## src/common/can_tx_pkg.sv

```systemverilog
/*
 * Constants shared by the transmit abort / buffer-select block: register
 * offsets, field widths, reset values.
 * Assumes a 32-bit classic Wishbone slave with word-aligned registers.
 */
`default_nettype none
package can_tx_pkg;
   localparam int          NUM_BUF         = 3;
   localparam logic [7:0]  OFS_FLAG        = 8'h00;
   localparam logic [7:0]  OFS_IRQ_EN      = 8'h04;
   localparam logic [7:0]  OFS_ABORT_REQ   = 8'h08;
   localparam logic [7:0]  OFS_ABORT_ACK   = 8'h0c;
   localparam logic [7:0]  OFS_BUF_SEL     = 8'h10;
   localparam logic [7:0]  OFS_IRQ_STATUS  = 8'h14;
   localparam logic [7:0]  OFS_IRQ_CLEAR   = 8'h18;
   localparam logic [7:0]  OFS_IRQ_ENABLE  = 8'h1c;
   localparam logic [2:0]  FLAG_RESET      = 3'h7;
   localparam logic [2:0]  ZERO_RESET      = 3'h0;
   localparam logic [31:0] UNMAPPED_DATA   = 32'h00000000;
endpackage
`default_nettype wire

```

## src/rtl/can_tx_abort_select.sv

```systemverilog
/*
 * Transmit-side abort handling and buffer selection of a CAN controller
 * with three transmit buffers: empty flags, empty interrupt enables,
 * abort request / acknowledge and buffer select, on classic Wishbone.
 * Assumes the protocol engine reports per buffer when a frame starts,
 * completes, or fails, and that init mode signals come from the controller.
 */
`timescale 1ns/1ns
`default_nettype none
module can_tx_abort_select #(
   parameter int NB = can_tx_pkg::NUM_BUF
) (
   input  wire logic          clk_i,                   // 100 MHz clock
   input  wire logic          rst_i,                   // Sync reset, active high
   input  wire logic          wb_cyc_i,                // Wishbone cycle
   input  wire logic          wb_stb_i,                // Wishbone strobe
   input  wire logic          wb_we_i,                 // Wishbone write
   input  wire logic [7:0]    wb_adr_i,                // Byte address
   input  wire logic [3:0]    wb_sel_i,                // Byte selects
   input  wire logic [31:0]   wb_dat_i,                // Write data
   output logic      [31:0]   wb_dat_o,                // Read data
   output logic               wb_ack_o,                // Acknowledge
   input  wire logic          init_mode_request,       // Init request level
   input  wire logic          init_mode_acknowledge,   // Init acknowledge level
   input  wire logic [NB-1:0] tx_started_i,            // Frame on bus, one pulse per buffer
   input  wire logic [NB-1:0] tx_done_i,               // Frame sent successfully
   input  wire logic [NB-1:0] tx_failed_i,             // Lost arbitration or error
   input  wire logic          win_req_i,               // CPU access to transmit window
   output logic               win_allow_o,             // Window access permitted
   output logic      [NB-1:0] win_buf_o,               // One-hot buffer in window
   output logic      [NB-1:0] scheduled_o,             // Buffers queued for engine
   output logic      [NB-1:0] irq_status_o,            // Sticky empty-event status
   output logic               irq_o                    // Interrupt level
);
   logic          init_active;
   logic          run_mode;
   logic          wr;
   logic          rd;
   logic [7:0]    wr_byte;
   logic [NB-1:0] wr_bits;
   logic [NB-1:0] buffer_empty_flags;
   logic [NB-1:0] buffer_empty_irq_enable;
   logic [NB-1:0] abort_request_bits;
   logic [NB-1:0] abort_acknowledge_bits;
   logic [NB-1:0] tx_buffer_select;
   logic [NB-1:0] sel_pick;
   logic [NB-1:0] in_flight;
   logic [NB-1:0] grant;
   logic [NB-1:0] next_empty;
   logic [NB-1:0] empty_event;
   logic [NB-1:0] irq_clear;
   logic [NB-1:0] irq_enable;
   logic          irq_level;

   assign init_active = init_mode_request & init_mode_acknowledge;
   assign run_mode    = ~init_mode_request & ~init_mode_acknowledge;
   assign wr          = wb_cyc_i & wb_stb_i & wb_we_i & ~wb_ack_o;
   assign rd          = wb_cyc_i & wb_stb_i & ~wb_we_i & ~wb_ack_o;
   assign wr_byte     = wb_sel_i[0] ? wb_dat_i[7:0] : 8'h00;
   assign wr_bits     = wr_byte[NB-1:0];

   function automatic logic hit(input logic [7:0] ofs);
      hit = wr & (wb_adr_i == ofs);
   endfunction

   // Frame on the wire, not yet resolved; an abort must wait for the outcome
   always_ff @(posedge clk_i) begin
      if (rst_i || init_active) begin
         in_flight <= '0;
      end else begin
         in_flight <= (in_flight | tx_started_i) & ~tx_done_i & ~tx_failed_i;
      end
   end

   assign grant = abort_request_bits & ~buffer_empty_flags & ~in_flight & ~tx_started_i;

   always_comb begin
      next_empty = buffer_empty_flags | tx_done_i | grant;
      if (hit(can_tx_pkg::OFS_FLAG) && run_mode) begin
         // Write one clears: software hands the buffer to the engine
         next_empty = next_empty & ~(wr_bits & ~tx_done_i & ~grant);
      end
   end

   assign empty_event = next_empty & ~buffer_empty_flags;

   always_ff @(posedge clk_i) begin
      if (rst_i || init_active) begin
         buffer_empty_flags <= can_tx_pkg::FLAG_RESET;
      end else begin
         buffer_empty_flags <= next_empty;
      end
   end

   always_ff @(posedge clk_i) begin
      if (rst_i || init_active) begin
         buffer_empty_irq_enable <= can_tx_pkg::ZERO_RESET;
      end else if (hit(can_tx_pkg::OFS_IRQ_EN) && run_mode) begin
         buffer_empty_irq_enable <= wr_bits;
      end
   end

   always_ff @(posedge clk_i) begin
      if (rst_i || init_active) begin
         abort_request_bits <= can_tx_pkg::ZERO_RESET;
      end else begin
         // Cleared once the buffer is empty; a 1 on an empty buffer drops out
         abort_request_bits <= (abort_request_bits
                                | ((hit(can_tx_pkg::OFS_ABORT_REQ) && run_mode) ? wr_bits : '0))
                               & ~next_empty & ~buffer_empty_flags;
      end
   end

   always_ff @(posedge clk_i) begin
      if (rst_i || init_active) begin
         abort_acknowledge_bits <= can_tx_pkg::ZERO_RESET;
      end else begin
         abort_acknowledge_bits <= (abort_acknowledge_bits | grant) & next_empty;
      end
   end

   always_ff @(posedge clk_i) begin
      if (rst_i || init_active) begin
         tx_buffer_select <= can_tx_pkg::ZERO_RESET;
      end else if (hit(can_tx_pkg::OFS_BUF_SEL) && run_mode) begin
         tx_buffer_select <= sel_pick;
      end
   end

   logic [NB-1:0] wr_pick;
   lowest_bit_pick #(.W(NB)) u_pick (
      .vec_i  (wr_bits),
      .pick_o (wr_pick)
   );
   assign sel_pick = wr_pick;

   // Window gate is registered so the port comes from a flip-flop
   always_ff @(posedge clk_i) begin
      if (rst_i) begin
         win_allow_o <= 1'b0;
         win_buf_o   <= '0;
         scheduled_o <= '0;
      end else begin
         win_buf_o   <= tx_buffer_select;
         win_allow_o <= win_req_i & (|tx_buffer_select)
                        & ~(|(tx_buffer_select & ~buffer_empty_flags));
         scheduled_o <= ~buffer_empty_flags;
      end
   end

   assign irq_clear  = hit(can_tx_pkg::OFS_IRQ_CLEAR) ? wr_bits : '0;

   always_ff @(posedge clk_i) begin
      if (rst_i) begin
         irq_enable <= '0;
      end else if (hit(can_tx_pkg::OFS_IRQ_ENABLE)) begin
         irq_enable <= wr_bits;
      end
   end

   event_irq #(.W(NB)) u_irq (
      .clk_i    (clk_i),
      .rst_i    (rst_i),
      .event_i  (empty_event & buffer_empty_irq_enable),
      .clear_i  (irq_clear),
      .enable_i (irq_enable),
      .status_o (irq_status_o),
      .irq_o    (irq_level)
   );
   assign irq_o = irq_level;

   function automatic logic [31:0] widen(input logic [NB-1:0] v);
      widen = {{(32-NB){1'b0}}, v};
   endfunction

   always_ff @(posedge clk_i) begin
      if (rst_i) begin
         wb_ack_o <= 1'b0;
         wb_dat_o <= can_tx_pkg::UNMAPPED_DATA;
      end else begin
         wb_ack_o <= wb_cyc_i & wb_stb_i & ~wb_ack_o;
         if (rd) begin
            unique case (wb_adr_i)
               can_tx_pkg::OFS_FLAG:       wb_dat_o <= widen(buffer_empty_flags);
               can_tx_pkg::OFS_IRQ_EN:     wb_dat_o <= widen(buffer_empty_irq_enable);
               can_tx_pkg::OFS_ABORT_REQ:  wb_dat_o <= widen(abort_request_bits);
               can_tx_pkg::OFS_ABORT_ACK:  wb_dat_o <= widen(abort_acknowledge_bits);
               can_tx_pkg::OFS_BUF_SEL:    wb_dat_o <= widen(tx_buffer_select);
               can_tx_pkg::OFS_IRQ_STATUS: wb_dat_o <= widen(irq_status_o);
               can_tx_pkg::OFS_IRQ_ENABLE: wb_dat_o <= widen(irq_enable);
               default:                    wb_dat_o <= can_tx_pkg::UNMAPPED_DATA;
            endcase
         end
      end
   end
endmodule
`default_nettype wire

```

## src/rtl/lowest_bit_pick.sv

```systemverilog
/*
 * Keeps only the lowest set bit of a vector.
 * Pure combinational; no clock.
 */
`timescale 1ns/1ns
`default_nettype none
module lowest_bit_pick #(
   parameter int W = 3
) (
   input  wire logic [W-1:0] vec_i,   // Raw bits
   output logic      [W-1:0] pick_o   // Lowest set bit only
);
   always_comb begin
      pick_o = vec_i & (~vec_i + W'(1));
   end
endmodule
`default_nettype wire

```

## src/rtl/event_irq.sv

```systemverilog
/*
 * Sticky event status, write-one clear and enable with one level interrupt.
 * Assumes synchronous active-high reset.
 */
`timescale 1ns/1ns
`default_nettype none
module event_irq #(
   parameter int W = 3
) (
   input  wire logic         clk_i,    // Clock
   input  wire logic         rst_i,    // Sync reset
   input  wire logic [W-1:0] event_i,  // Event pulses
   input  wire logic [W-1:0] clear_i,  // One-cycle clear strobe per bit
   input  wire logic [W-1:0] enable_i, // Enable mask
   output logic      [W-1:0] status_o, // Sticky status
   output logic              irq_o     // Level interrupt
);
   always_ff @(posedge clk_i) begin
      if (rst_i) begin
         status_o <= '0;
      end else begin
         // Set beats clear so an event in the clear cycle survives
         status_o <= (status_o & ~clear_i) | event_i;
      end
   end

   always_ff @(posedge clk_i) begin
      if (rst_i) begin
         irq_o <= 1'b0;
      end else begin
         irq_o <= |(((status_o & ~clear_i) | event_i) & enable_i);
      end
   end
endmodule
`default_nettype wire

```

## config.mk

```make
export PLATFORM = sky130hd
export DESIGN_NAME = can_tx_abort_select
export DESIGN_NICKNAME = d
export VERILOG_FILES = /design/src/common/can_tx_pkg.sv /design/src/rtl/can_tx_abort_select.sv /design/src/rtl/lowest_bit_pick.sv /design/src/rtl/event_irq.sv
export SDC_FILE = /design/constraint.sdc
export NUM_CORES = 1
export LEC_CHECK = 0
export BUFFER_PORTS_ARGS = -buffer_cell sky130_fd_sc_hd__buf_2
export CAP_MARGIN = 0
export CORE_MARGIN = 1.5
export CORE_UTILIZATION = 46
export CTS_BUF_LIST = sky130_fd_sc_hd__clkbuf_2 sky130_fd_sc_hd__clkbuf_4 sky130_fd_sc_hd__clkbuf_8
export DETAILED_ROUTE_END_ITERATION = 12
export PLACE_DENSITY_LB_ADDON = 0.05
export SLEW_MARGIN = 40
export SYNTH_ARGS = -nofsm -noshare
export SYNTH_HDL_FRONTEND = slang
export SYNTH_SLANG_ARGS = --single-unit
```

## constraint.sdc

```tcl
create_clock -name clk_i -period 1.95 [get_ports clk_i]
set_input_delay 0.2925 -clock clk_i [delete_from_list [all_inputs] [get_ports clk_i]]
set_output_delay 0.2925 -clock clk_i [all_outputs]
set_load 0.1 [all_outputs]
```

==> insert_results.sql <==
INSERT INTO impl_metrics (metric_group, metric, value, unit) VALUES
('setup_path', 'timing.critical_path.cells', 'and4b_1, and4_1, o21ai_1, a2111o_1', ''),
('drt', 'drt_first_pass_iters', '4', ''),
('sta', 'final_period_minus_worst_setup_slack', '1570', 'ps'),
('sta', 'final_number_of_setup_violating_endpoints', '0', ''),
('floorplanning', 'die_h', '68.1', 'um'),
('placement', 'dpl.cell_count', '304', ''),
('sta', 'max_freq', '0.638', 'GHz'),
('logic_synthesis', 'synth.yosys.warnings', '0', ''),
('clock_network', 'cts.reportedPaths.clkPinSlew', '70', 'ps'),
('min_path', 'hold_path_class', 'in2reg', ''),
('floorplanning', 'num_io_pins', '105', ''),
('sta', 'report.final.hold_viol_count', '0', ''),
('setup_path', 'setup.worst_path.class', 'reg2reg', ''),
('clock_network', 'clkLatencyLatePin', '290', 'ps'),
('logic_synthesis', 'postSynth.asyncResetShare', '0', '%'),
('setup_path', 'cp_startpoint_kind', 'flop', ''),
('drt', 'drt.antenna.violating_nets', '0', ''),
('setup_path', 'cp_required', '2130', 'ps'),
('cells_and_area', 'finalCoreUtilization', '55.3', '%'),
('setup_path', 'critical-path-slowest-cell', 'a2111o_1', ''),
('setup_path', 'r2r_worst_path_depth', '4', ''),
('floorplanning', 'design.die.area', '0.00464', 'mm2'),
('clock_network', 'htree_levels', '2', ''),
('floorplanning', 'floorplan.initialDensity', '48.4', '%'),
('clock_network', 'cts_tree', 'yes', ''),
('logic_synthesis', 'synth_cells', '215', ''),
('drt', 'dr_total_vias', '1624', ''),
('floorplanning', 'die_width', '68.1', 'um'),
('run_status', 'run_status', 'finished clean', ''),
('drt', 'route.detailed.vias_per_inst', '5.21', ''),
('drt', 'drtIter0Drc', '103', ''),
('global_route', 'overflow_left_after_global_routing', '0', ''),
('logic_synthesis', 'synthDistinctLibCells', '47', ''),
('global_route', 'grt_first_pass_wirelength', '6790', 'um'),
('logic_synthesis', 'yosys-mux-area-fraction', '9.81', '%'),
('placement', 'port-buffer-count', '43', ''),
('clock_network', 'cts_resized', '0', ''),
('setup_path', 'cpPeakStageDelay', '420', 'ps'),
('cells_and_area', 'syn_to_final_growth', '14.2', '%'),
('setup_path', 'cp.arrival', '1750', 'ps'),
('cells_and_area', 'finalNonFillerCells', '312', ''),
('min_path', 'hold_end', 'in_flight[1]$_SDFF_PP0_', ''),
('cells_and_area', 'antenna_fix_cells', '0', ''),
('logic_synthesis', 'compound_gate_portion_of_the_synthesized_area', '12.8', '%'),
('clock_network', 'cts.sink_count', '36', ''),
('logic_synthesis', 'synth.yosys.seq_area_share', '36.9', '%'),
('setup_path', 'worstReg2RegStart', 'wb_ack_o$_SDFF_PP0_', ''),
('drt', 'route.final.wire_length', '4410', 'um'),
('clock_network', 'numCtsBuffers', '5', ''),
('sta', 'worst_clock_skew', '6.11', 'ps'),
('setup_path', 'end_kind', 'flop', ''),
('sta', 'post-route-period-util', '80.3', '%'),
('sta', 'final-max-slew-violation-count', '0', ''),
('logic_synthesis', 'syn_avg_cell_area', '9.08', 'um2'),
('setup_path', 'critical_path.reg2reg.endpoint', 'u_irq.irq_o$_SDFF_PP0_', ''),
('pwr', 'p_leak', '1.01', 'nW'),
('sta', 'tns', '0', 'ps'),
('placement', 'finalWeightedCongestion', '0.755', ''),
('global_route', 'grt_max_degree', '20', ''),
('min_path', 'start_point_of_the_worst_min_delay_path', 'tx_failed_i[1]', ''),
('setup_path', 'crit_fanout', '7', ''),
('floorplanning', 'core_area', '0.00403', 'mm2'),
('setup_path', 'r2r_slack', '380', 'ps'),
('drt', 'drc', '0', ''),
('logic_synthesis', 'synth-xor-area-share', '0', '%'),
('cells_and_area', 'top_library_cells_by_usage_in_the_layout_fill_and_taps_aside', '43 x buf_2, 35 x dfxtp_1, 29 x conb_1', ''),
('logic_synthesis', 'synth-main-ff-cell', 'dfxtp_1', ''),
('clock_network', 'cts_hold_buffers', '0', ''),
('sta', 'unrepaired_setup_endpoints_after_global_routing', 'false', ''),
('logic_synthesis', 'synth-simple-area-share', '25.5', '%'),
('global_route', 'grt_use_total', '20.2', '%');
-- registers in the layout, indices dropped and copies added, names as in the netlist, 3 cells and up --
signal / count
buffer_empty_irq_enable: 3
irq_enable: 3
u_irq.status_o: 3
abort_request_bits: 3
buffer_empty_flags: 3
tx_buffer_select: 3
abort_acknowledge_bits: 3
wb_dat_o: 3
scheduled_o: 3
win_buf_o: 3
in_flight: 3
-- cells in the mapped netlist (4+ instances only) --
library cell,count,share of area [%]
a31oi_1,4,1.3
o21ai_0,6,1.5
dfxtp_1,36,37
clkbuf_1,8,1.5
and2_1,4,1.3
nor3b_1,4,1.5
nor3_1,4,1.0
inv_1,8,1.5
nand2_1,10,1.9
nor4_1,4,1.3
mux2i_1,12,6.2
buf_4,29,11
a21oi_1,7,1.8
nor2b_1,4,1.3
nor2_1,20,3.8
-- worst max-delay path, delay by kind of cell, from the launching register on --
| kind | cells | cell delay [ps] |
|---|---|---|
| and+or+nand+nor | 2 | 620 |
| DFF | 1 | 320 |
| AOI/OAI and AO/OA | 2 | 520 |
-- cells by family (layout without fill, tap and decap cells) --
kind of cell | Yosys count | after routing
other | 1 | 29
buffers and inverters | 47 | 66
DFF | 36 | 36
muxes | 15 | 15
and+or+nand+nor | 79 | 79
AOI/OAI and AO/OA | 37 | 37
-- final cells by class --
type,count,area [um2]
Inverter,8,30.0
Sequential cell,36,722
Tap cell,50,62.6
Fill cell,402,1800
Multi-Input combinational cell,160,1050
Timing Repair Buffer,50,268
Clock buffer,8,97.6
-- per-layer routing --
layer | vias up | GRT usage (%) | wire length, um
met5 | - | 0 | 0
met4 | 0 | 7.50 | 66
met3 | 6 | 5.26 | 251
met2 | 58 | 29.2 | 1950
met1 | 745 | 28.6 | 2140
li1 | 815 | - | -
-- worst max-delay path by stage --
stage,to,slack (ps),from,cells after the start
CTS,u_irq.irq_o$_SDFF_PP0_,380,wb_ack_o$_SDFF_PP0_,4
detailed placement,u_irq.irq_o$_SDFF_PP0_,220,wb_adr_i[5],5
floorplan,u_irq.irq_o$_SDFF_PP0_,200,wb_ack_o$_SDFF_PP0_,5
global route,abort_request_bits[1]$_SDFF_PP0_,280,wb_ack_o$_SDFF_PP0_,4
finish,u_irq.irq_o$_SDFF_PP0_,380,wb_ack_o$_SDFF_PP0_,4
global placement,abort_request_bits[1]$_SDFF_PP0_,220,wb_adr_i[5],5
-- power by group --
group          switching [mW]  internal (mW)  leakage, nW
logic                   0.321         0.0519        0.663
clock network           0.270          0.316       0.0523
registers             0.00119          0.737        0.291
-- per-stage QoR --
step | power (mW) | cell area [um2]
floorplan | 1.11 | 2060
global placement | 1.13 | 2130
detailed placement | 1.13 | 2130
CTS | 1.71 | 2230
global route | 1.75 | 2230
finish | 1.70 | 2230
No activity file was read; power rests on OpenSTA's default activity.
